**src/inc/wfd_pkg.sv**
```systemverilog
package wfd_pkg;
    // management register offsets
    localparam logic [15:0] WFD_OFS_BASIC_CTRL  = 16'h0000;
    localparam logic [15:0] WFD_OFS_IRQ_EN      = 16'h0012;
    localparam logic [15:0] WFD_OFS_IRQ_STAT    = 16'h0013;
    localparam logic [15:0] WFD_OFS_WAKE_CTRL   = 16'h4000;
    localparam logic [15:0] WFD_OFS_WAKE_CFG    = 16'h4003;
    localparam logic [15:0] WFD_OFS_STA_0       = 16'h4004;
    localparam logic [15:0] WFD_OFS_STA_1       = 16'h4005;
    localparam logic [15:0] WFD_OFS_STA_2       = 16'h4006;
    // field positions
    localparam int WFD_BIT_SOFT_RST   = 15;
    localparam int WFD_BIT_DETACH     = 10;
    localparam int WFD_BIT_WAKE_IRQ   = 6;
    localparam int WFD_BIT_WAKE_EN    = 2;
    localparam int WFD_BIT_PULSE_MODE = 7;
    localparam int WFD_BIT_WIDTH_LO   = 8;
    // reset values
    localparam logic [15:0] WFD_RST_REG16 = 16'h0000;
    // pattern figures
    localparam logic [7:0] WFD_SYNC_BYTE  = 8'hFF;
    localparam logic [2:0] WFD_SYNC_LEN   = 3'h6;
    localparam logic [2:0] WFD_ADDR_BYTES = 3'h6;
    localparam logic [3:0] WFD_ADDR_REPS  = 4'hF;  // last repetition index
    // wake pulse widths in mclk cycles, selected by the two-bit width field
    localparam logic [7:0] WFD_PULSE_CYC [4] = '{8'h08, 8'h10, 8'h20, 8'h40};

    typedef enum {WFD_HUNT, WFD_MATCH, WFD_FOUND} wfd_state_t;

    // one received byte of a frame
    typedef struct packed {
        logic       valid;
        logic [7:0] data;
        logic       last;   // final byte of the frame
        logic       good;   // frame passed length and check-sequence tests, with last
    } wfd_rx_t;

    // one management access
    typedef struct packed {
        logic        rd;
        logic        wr;
        logic [15:0] addr;
        logic [15:0] wdata;
    } wfd_mreq_t;
endpackage

```
**src/hdl/wfd_top.sv**
```systemverilog
module wfd_top
    import wfd_pkg::*;
(
    input  wire logic              mclk,
    input  wire logic              rstn,
    input  wire logic              ce,
    input  wire wfd_pkg::wfd_rx_t  rx_in,
    input  wire wfd_pkg::wfd_mreq_t mreq,
    input  wire logic              wake_irq_strap,
    input  wire logic              led_src,
    input  wire logic              other_irq_n,
    input  wire logic              mac_in_valid,
    output logic [15:0]            reg_rdata_q,
    output logic                   reg_rvalid_q,
    output logic                   shared_irq_n_q,
    output logic                   status_light_a_q,
    output logic                   mac_oe_q,
    output logic                   mac_in_taken_q
);
    import wfd_pkg::*;

    logic [15:0] ctrl_q, irq_en_q, wake_ctrl_q, wake_cfg_q, sta0_q, sta1_q, sta2_q;
    logic        strap_done_q, strap_q;
    logic        wk_stat_q, wk_lvl_q;
    logic [7:0]  pulse_cnt_q;
    wfd_state_t  state_q;
    logic [2:0]  sync_cnt_q, byte_pos_q;
    logic [3:0]  rep_q;
    logic        wake_ev;

    // register decode
    wire        wr_ctrl   = mreq.wr && mreq.addr == WFD_OFS_BASIC_CTRL;
    wire        soft_rst  = wr_ctrl && mreq.wdata[WFD_BIT_SOFT_RST];
    wire        rd_stat   = mreq.rd && mreq.addr == WFD_OFS_IRQ_STAT;
    wire        wake_on   = wake_ctrl_q[WFD_BIT_WAKE_EN];
    wire        pulse_md  = wake_cfg_q[WFD_BIT_PULSE_MODE];
    wire [1:0]  width_sel = wake_cfg_q[WFD_BIT_WIDTH_LO +: 2];
    wire        detach    = ctrl_q[WFD_BIT_DETACH];
    wire [47:0] sta       = {sta0_q, sta1_q, sta2_q};

    // expected byte of the current address copy, top byte first
    wire [7:0]  want_byte = sta[8 * (5 - int'(byte_pos_q)) +: 8];
    wire        rxv       = rx_in.valid;
    wire        is_sync   = rx_in.data == WFD_SYNC_BYTE;
    wire        addr_hit  = rx_in.data == want_byte;
    wire        sync_full = sync_cnt_q == WFD_SYNC_LEN;
    wire        last_pos  = byte_pos_q == WFD_ADDR_BYTES - 3'h1;
    wire        last_rep  = rep_q == WFD_ADDR_REPS;
    wire        match_end = last_pos && last_rep && addr_hit;

    // frame outcome: found pattern plus a good frame end makes a wake
    wire        found_now = state_q == WFD_FOUND || (state_q == WFD_MATCH && match_end);
    assign wake_ev = ce && wake_on && rxv && rx_in.last && rx_in.good && found_now;

    // read data mux
    logic [15:0] rd_mux;
    always_comb
    begin
        rd_mux = 16'h0000;
        case (mreq.addr)
            WFD_OFS_BASIC_CTRL: rd_mux = ctrl_q;
            WFD_OFS_IRQ_EN:     rd_mux = irq_en_q;
            WFD_OFS_IRQ_STAT:   rd_mux = 16'(wk_stat_q) << WFD_BIT_WAKE_IRQ;
            WFD_OFS_WAKE_CTRL:  rd_mux = wake_ctrl_q;
            WFD_OFS_WAKE_CFG:   rd_mux = wake_cfg_q;
            WFD_OFS_STA_0:      rd_mux = sta0_q;
            WFD_OFS_STA_1:      rd_mux = sta1_q;
            WFD_OFS_STA_2:      rd_mux = sta2_q;
            default:            rd_mux = 16'h0000;
        endcase
    end

    // writable registers; soft reset clears them but not the strap
    always_ff @(posedge mclk or negedge rstn)
    begin
        if (!rstn)
        begin
            ctrl_q      <= WFD_RST_REG16;
            irq_en_q    <= WFD_RST_REG16;
            wake_ctrl_q <= WFD_RST_REG16;
            wake_cfg_q  <= WFD_RST_REG16;
            sta0_q      <= WFD_RST_REG16;
            sta1_q      <= WFD_RST_REG16;
            sta2_q      <= WFD_RST_REG16;
        end
        else if (ce && soft_rst)
        begin
            ctrl_q      <= WFD_RST_REG16;
            irq_en_q    <= WFD_RST_REG16;
            wake_ctrl_q <= WFD_RST_REG16;
            wake_cfg_q  <= WFD_RST_REG16;
            sta0_q      <= WFD_RST_REG16;
            sta1_q      <= WFD_RST_REG16;
            sta2_q      <= WFD_RST_REG16;
        end
        else if (ce && mreq.wr)
        begin
            if (wr_ctrl) ctrl_q <= mreq.wdata;
            if (mreq.addr == WFD_OFS_IRQ_EN) irq_en_q <= mreq.wdata;
            if (mreq.addr == WFD_OFS_WAKE_CTRL) wake_ctrl_q <= mreq.wdata;
            if (mreq.addr == WFD_OFS_WAKE_CFG) wake_cfg_q <= mreq.wdata;
            if (mreq.addr == WFD_OFS_STA_0) sta0_q <= mreq.wdata;
            if (mreq.addr == WFD_OFS_STA_1) sta1_q <= mreq.wdata;
            if (mreq.addr == WFD_OFS_STA_2) sta2_q <= mreq.wdata;
        end
    end

    // read answer one cycle after the strobe
    always_ff @(posedge mclk or negedge rstn)
    begin
        if (!rstn)
        begin
            reg_rdata_q  <= 16'h0000;
            reg_rvalid_q <= 1'b0;
        end
        else if (ce)
        begin
            reg_rdata_q  <= mreq.rd ? rd_mux : 16'h0000;
            reg_rvalid_q <= mreq.rd;
        end
    end

    // strap caught once, at the first enabled edge after hardware reset release
    always_ff @(posedge mclk or negedge rstn)
    begin
        if (!rstn)
        begin
            strap_done_q <= 1'b0;
            strap_q      <= 1'b0;
        end
        else if (ce && !strap_done_q)
        begin
            strap_done_q <= 1'b1;
            strap_q      <= wake_irq_strap;
        end
    end

    // pattern matcher: counts sync bytes, then walks 16 copies of 6 address bytes
    always_ff @(posedge mclk or negedge rstn)
    begin
        if (!rstn)
        begin
            state_q    <= WFD_HUNT;
            sync_cnt_q <= 3'h0;
            byte_pos_q <= 3'h0;
            rep_q      <= 4'h0;
        end
        else if (ce && rxv && (rx_in.last || !wake_on))
        begin
            state_q    <= WFD_HUNT;  // each frame scanned from scratch
            sync_cnt_q <= 3'h0;
            byte_pos_q <= 3'h0;
            rep_q      <= 4'h0;
        end
        else if (ce && rxv)
        begin
            case (state_q)
                WFD_HUNT:
                begin
                    // any byte position, no destination filter
                    if (sync_full && addr_hit && !is_sync)
                    begin
                        state_q    <= WFD_MATCH;
                        byte_pos_q <= 3'h1;
                        rep_q      <= 4'h0;
                    end
                    else if (is_sync)
                        sync_cnt_q <= sync_full ? sync_cnt_q : sync_cnt_q + 3'h1;
                    else
                        sync_cnt_q <= 3'h0;
                end
                WFD_MATCH:
                begin
                    if (!addr_hit)
                    begin
                        state_q    <= WFD_HUNT;
                        sync_cnt_q <= is_sync ? 3'h1 : 3'h0;
                        byte_pos_q <= 3'h0;
                    end
                    else if (match_end)
                        state_q <= WFD_FOUND;
                    else if (last_pos)
                    begin
                        byte_pos_q <= 3'h0;
                        rep_q      <= rep_q + 4'h1;
                    end
                    else
                        byte_pos_q <= byte_pos_q + 3'h1;
                end
                WFD_FOUND:
                    state_q <= WFD_FOUND;
                default:
                    state_q <= WFD_HUNT;
            endcase
        end
    end

    // wake status: event wins over the clearing read; level follows until disabled
    always_ff @(posedge mclk or negedge rstn)
    begin
        if (!rstn)
        begin
            wk_stat_q   <= 1'b0;
            wk_lvl_q    <= 1'b0;
            pulse_cnt_q <= 8'h00;
        end
        else if (ce)
        begin
            wk_stat_q <= wake_ev || (wk_stat_q && !rd_stat && !soft_rst);
            wk_lvl_q  <= wake_ev || (wk_lvl_q && wake_on && !soft_rst);
            if (wake_ev && pulse_md)
                pulse_cnt_q <= WFD_PULSE_CYC[width_sel];
            else if (pulse_cnt_q != 8'h00)
                pulse_cnt_q <= pulse_cnt_q - 8'h01;
        end
    end

    // dedicated wake line: level in level mode, counted pulse in pulse mode
    wire wake_line  = pulse_md ? (pulse_cnt_q != 8'h00) : wk_lvl_q;
    // level mode keeps the shared line low past the status read, by design
    wire shared_wk  = irq_en_q[WFD_BIT_WAKE_IRQ] && (wk_stat_q || (!pulse_md && wk_lvl_q));

    // pin drivers
    always_ff @(posedge mclk or negedge rstn)
    begin
        if (!rstn)
        begin
            shared_irq_n_q   <= 1'b1;
            status_light_a_q <= 1'b0;
            mac_oe_q         <= 1'b0;
            mac_in_taken_q   <= 1'b0;
        end
        else if (ce)
        begin
            shared_irq_n_q   <= other_irq_n && !shared_wk;
            status_light_a_q <= strap_q ? !wake_line : led_src;
            mac_oe_q         <= !detach;
            mac_in_taken_q   <= mac_in_valid && !detach;
        end
    end
endmodule

```
**config.mk**
```make
export PLATFORM = sky130hd
export DESIGN_NAME = wfd_top
export DESIGN_NICKNAME = d
export VERILOG_FILES = /design/src/inc/wfd_pkg.sv /design/src/hdl/wfd_top.sv
export SDC_FILE = /design/constraint.sdc
export NUM_CORES = 1
export LEC_CHECK = 0
export BUFFER_PORTS_ARGS = -buffer_cell sky130_fd_sc_hd__buf_2
export CORE_MARGIN = 5
export CORE_UTILIZATION = 45
export DETAILED_ROUTE_END_ITERATION = 7
export HOLD_SLACK_MARGIN = 0.15
export PLACE_DENSITY = 0.71
export SETUP_SLACK_MARGIN = 0.02
export SLEW_MARGIN = 40
export SYNTH_ARGS = -nofsm -noshare
export SYNTH_HDL_FRONTEND = slang
export SYNTH_SLANG_ARGS = --single-unit
```
**constraint.sdc**
```tcl
create_clock -name mclk -period 5.3 [get_ports mclk]
set_clock_uncertainty 0.2 [all_clocks]
set_input_delay 0.265 -clock mclk [delete_from_list [all_inputs] [get_ports mclk]]
set_output_delay 0.265 -clock mclk [all_outputs]
set_load 0.02 [all_outputs]
```
; After elaboration in Yosys (flattened, before gate mapping)
; Cells that the tools add are included.
[word_totals]
inputBits = 52
output_inout_bits = 21
wordCells = 180
register_bits = 187
[classes]
eq_ne = 25
muxes = 58
n_shift = 1
bitwise_logic = 1
n_addsub = 5
n_lt_le_gt_ge = 1
reduce_logical = 67
[ops]
columns = op, count
row1 = $mux W16, 22
row2 = $mux W32, 5
row3 = $pmux W16 S8, 1
row4 = $pmux W32 S3, 1
row5 = $eq A16 B15 Y1 const B, 5
row6 = $eq A32 B2 Y1 const B, 2
row7 = $shiftx A48 B7 Y8, 1
row8 = $mux W3, 12
row9 = $eq A16 B5 Y1 const B, 2
row10 = $eq A32 B1 Y1 const B, 1
row11 = $eq A32 B3 Y1 const B, 1
row12 = $logic_not A32 Y1, 1
row13 = $mux W8, 4
row14 = $logic_and A1 B1 Y1, 27
row15 = $mux W4, 6
row16 = $reduce_bool A2 Y1, 10
row17 = $ne A3 B3 Y1 const B, 6
row18 = $bmux W8 S2, 1
row19 = $logic_not A16 Y1, 1
row20 = $reduce_and A2 Y1, 8
row21 = $ne A4 B4 Y1 const B, 3
row22 = $pmux W3 S2, 2
row23 = $logic_not A1 Y1, 9
row24 = $eq A8 B8 Y1, 1
row25 = 18 further kinds, 26

; Logic depth before layout (Yosys ltp)
[depth]
depth_word = 10
mapped_depth = 13
ltp_nobuf = 10

; Worst setup path after synthesis
; OpenSTA, ideal clock, no wires.
[synth_timing]
path_kind = register to register
start = register byte_pos_q[1]
end = register pulse_cnt_q[3]
setup_time_ns = 0.128
stages_incl_launch_ff = 12
arrival_time_ns = 3.048
setup_slack_ns = 1.925
n_path_buf = 1
cell_sequence = dfrtp_1 inv_1 ha_1 buf_2 or3b_2 o22ai_1 a21oi_1 xnor2_1 nor4_2 a32oi_2 nor2_4 mux2_1
[synth_via]
elab_chain_len = 10
word_cells_on_any_way = 13
[synth_rtl]
columns = item, line
row1 = start: declaration, wfd_top.sv:27  ; logic [2:0] sync_cnt_q, byte_pos_q;
row2 = start signal: assignment, wfd_top.sv:188  ; byte_pos_q <= byte_pos_q + 3'h1;
row3 = $sub A3 B3 Y4, wfd_top.sv:42  ; wire [7:0] want_byte = sta[8 * (5 - int'(byte_pos_q)) +: 8];
row4 = $shiftx A48 B7 Y8, wfd_top.sv:42
row5 = $eq A8 B8 Y1, wfd_top.sv:45  ; wire addr_hit = rx_in.data == want_byte;
row6 = $logic_and A1 B1 Y1 *, wfd_top.sv:49  ; wire match_end = last_pos && last_rep && addr_hit;
row7 = $logic_and A1 B1 Y1 *, wfd_top.sv:52  ; wire found_now = state_q == WFD_FOUND || (state_q == WFD_MATCH && match_end);
row8 = $logic_or A1 B1 Y1 *, wfd_top.sv:52
row9 = $logic_and A1 B1 Y1 *, wfd_top.sv:53  ; assign wake_ev = ce && wake_on && rxv && rx_in.last && rx_in.good && found_now;
row10 = $logic_and A1 B1 Y1 *, wfd_top.sv:211  ; if (wake_ev && pulse_md)
row11 = $reduce_bool A2 Y1 (no line), --
row12 = $reduce_and A2 Y1 (no line), --
row13 = end signal: assignment, wfd_top.sv:212  ; pulse_cnt_q <= WFD_PULSE_CYC[width_sel];
row14 = end signal: assignment, wfd_top.sv:214  ; pulse_cnt_q <= pulse_cnt_q - 8'h01;
row15 = end: declaration, wfd_top.sv:25  ; logic [7:0] pulse_cnt_q;
; Mark *: on every way between the ends. The rest lies on a longest branch, timed or not.
; A chain may end at the register's enable or synchronous reset.

; Worst setup path in the final report
[layout_timing]
start = register byte_pos_q[1]
end = register rep_q[0]
[layout_via]
elab_chain_len = 7
word_cells_on_any_way = 13
[layout_rtl]
columns = item, line
row1 = $sub A3 B3 Y4, wfd_top.sv:42
row2 = $shiftx A48 B7 Y8, wfd_top.sv:42
row3 = $eq A8 B8 Y1, wfd_top.sv:45
row4 = $logic_and A1 B1 Y1 (2 in a row), wfd_top.sv:161  ; if (sync_full && addr_hit && !is_sync)
row5 = $ne A3 B3 Y1 (no line), --
row6 = $reduce_and A6 Y1 (no line) *, --
row7 = end signal: assignment, wfd_top.sv:185  ; rep_q <= rep_q + 4'h1;
row8 = end: declaration, wfd_top.sv:28  ; logic [3:0] rep_q;
; Marked as above.

==> run metrics <==
count of different cell masters after synthesis 67; Iteration-0 DRC Markers 439; RSZ-0062 raised after global routing no; first drt pass iteration count 4; clk_lat worst skew 0.43 ns; Required @ worst endpoint around 5.4 ns; initial antenna violation count 0; worst-case reg-to-reg path depth 10; Max-slew headroom 0.4931; CTS max path bufs 2; ys async rst share 1.000; vias 6463; via-per-instance ratio roughly 5.6; final core utilization 0.5421; CP Launch Point byte_pos_q[1]; P&R area growth vs syn 19.23%; Worst Path Max Fanout 18; #FFs+latches synth roughly 160; syn_nets just under 900; CTS sink count between 150 and 200; antenna-violating nets left 0; register area share after synthesis 0.5050; Fin. Hold Viols 0; Synth Instances a little over 800; # setup viols final 0; hpwl dp 14.09 mm; IO Count 73; Worst Hold Class input port to register; TritonCTS Buffers 17; vias in the first global route 6385; clk slew on worst S/H paths about 0.07 ns; largest net degree at the start of global routing 66; Congestion Overflow GR 0; Setup crit start kind register; max-cap viol count 0; WL/cell roughly 18 um; CTS HTree Levels 4; pwr/cell area around 290 nW/um2; VDD IR-drop max 0.2327 mV; WP data arrival 4.36 ns; main area contributors after synthesis dfrtp_1, o21ai_0, nand2_1; number of enable flip-flop cells after synthesis 0; Cell Area, Synth between 7000 and 8000 um2; end of the worst register-to-register path rep_q[0]; Die Wd roughly 140 um; crit end category register; Max Clk Rate 236.1 MHz; Critical path destination rep_q[0]; CTS resizes 0; gr usage total 0.2113; core area 17120 um2; most frequent cells in the layout nand2_1, dfrtp_1, o21ai_0; Synth Warn # 0; max-slew violations 0; Fin Setup TNS 0 ns; FP Rows 48; final net count between 900 and 1k; Hold Path Depth 6; fraction of layout cells with a size suffix above 1 0.1553; critical path class register to register; Period Utilization, post-route 0.7992; drc violations 0; commonest non-fill, non-tap cell in the layout nand2_1; FF-to-FF Start byte_pos_q[1]; CTS tree done; prevailing post-synth register cell dfrtp_1; Initial Utilization 0.4547; Detailed Route WL slightly above 20 mm; first-pass GRT wire length roughly 34 mm; Pwr Total 2682 uW; leading area contributor after synthesis dfrtp_1; R2R setup slack 1.06 ns; Die H roughly 140 um; minimum clock period after layout about 4.2 ns; Lkg Pwr between 0.004 and 0.005 uW; status completed; Worst-Margin Slew about 0.76 ns; Root Buffer clkbuf_16; # diodes 0; Die ar. 20030 um2; GPL Wtd Cong between 0.8 and 0.9; syn_area_per_cell around 9.5 um2; IO buf count between 70 and 80; Synth top area share 0.5016
## routing by layer
layer | part of all wire | global-route usage
met4 | 0.017 | 0.05455
met5 | 0 | 0
met1 | 0.46 | 0.2938
met3 | 0.049 | 0.04449
met2 | 0.47 | 0.3399
## cells in the mapped netlist, drive strengths merged (8+ instances only)
cell type  number
inv            13
a21o           23
and2            8
clkbuf         41
nor2           32
nand3           8
a222oi         17
nand2         168
ha              8
mux2i          31
mux2           14
dfrtp         156
a21oi          27
nor3            8
a22oi          16
o21ai         152
## final cells by class
cell class	count	area (um2)
Timing Repair Buffer	115	767.0
Sequential cell	157	3931
Clock buffer	18	429.2
Fill cell	1522	7838
Multi-Input combinational cell	606	3681
Clock inverter	12	140.1
Tap cell	225	281.5
Inverter	13	48.80
## flip-flops by register name, summed over array words and instances, names as in the netlist, 2 cells and up
name	flops
irq_en_q	16
rep_q	4
sta0_q	16
pulse_cnt_q	8
sta1_q	16
state_q	2
ctrl_q	16
sta2_q	16
wake_ctrl_q	16
wake_cfg_q	16
sync_cnt_q	3
byte_pos_q	3
reg_rdata_q	16
## how the worst min path moves through the flow
stage,start,end,slack (ns)
global placement,rstn,rep_q[0],0.11
finish,rx_in[2],sync_cnt_q[0],0.19
detailed placement,rstn,rep_q[2],0.11
floorplan,rstn,byte_pos_q[0],-0.23
CTS,rx_in[2],sync_cnt_q[0],0.18
global route,rx_in[2],sync_cnt_q[0],0.24
## cells by family (layout without fill, tap and decap cells)
logic type | count (synthesis) | count (layout) | synth area share
xor gates and xnor gates | 9 | 9 | 0.01013
and+or+nand+nor | 273 | 273 | 0.1605
DFF | 157 | 157 | 0.5050
muxes | 47 | 47 | 0.06640
buffers and inverters | 59 | 158 | 0.03071
adders and majority gates | 8 | 8 | 0.01286
AOI/OAI and AO/OA | 269 | 269 | 0.2145
## power by group
group	switching (uW)	total (uW)	internal, uW
sequential	35.3	1260	1230
combinational	125	217	91.6
clock	506	1200	694
total	667	2680	2010
## metrics by stage
step	cell area, um2	worst slack [ns]	instances	hold slack, ns
floorplan	7782	1.925	822	-0.2306
global placement	8353	1.184	1084	0.1099
detailed placement	8398	1.064	1085	0.1097
CTS	9278	1.061	1146	0.1835
global route	9279	0.7288	1146	0.2424
finish	9279	1.064	1146	0.1930
## worst max-delay path, cell delays in order (launching register included)
cell and delay (ns):
dfrtp_1 0.48, inv_1 0.18, ha_1 0.80, mux2_1 0.39, a222oi_1 0.52, nor3b_1 0.23, o21ai_0 0.15, a22oi_4 0.30
and2_1 0.41, a31oi_4 0.16, mux2_4 0.32
## what timing repair did
action	in CTS	in global routing
hold buffers	31	0
buffers inserted	0	0
hold endpoints to repair	167	0
No activity file was read; power rests on OpenSTA's default activity.
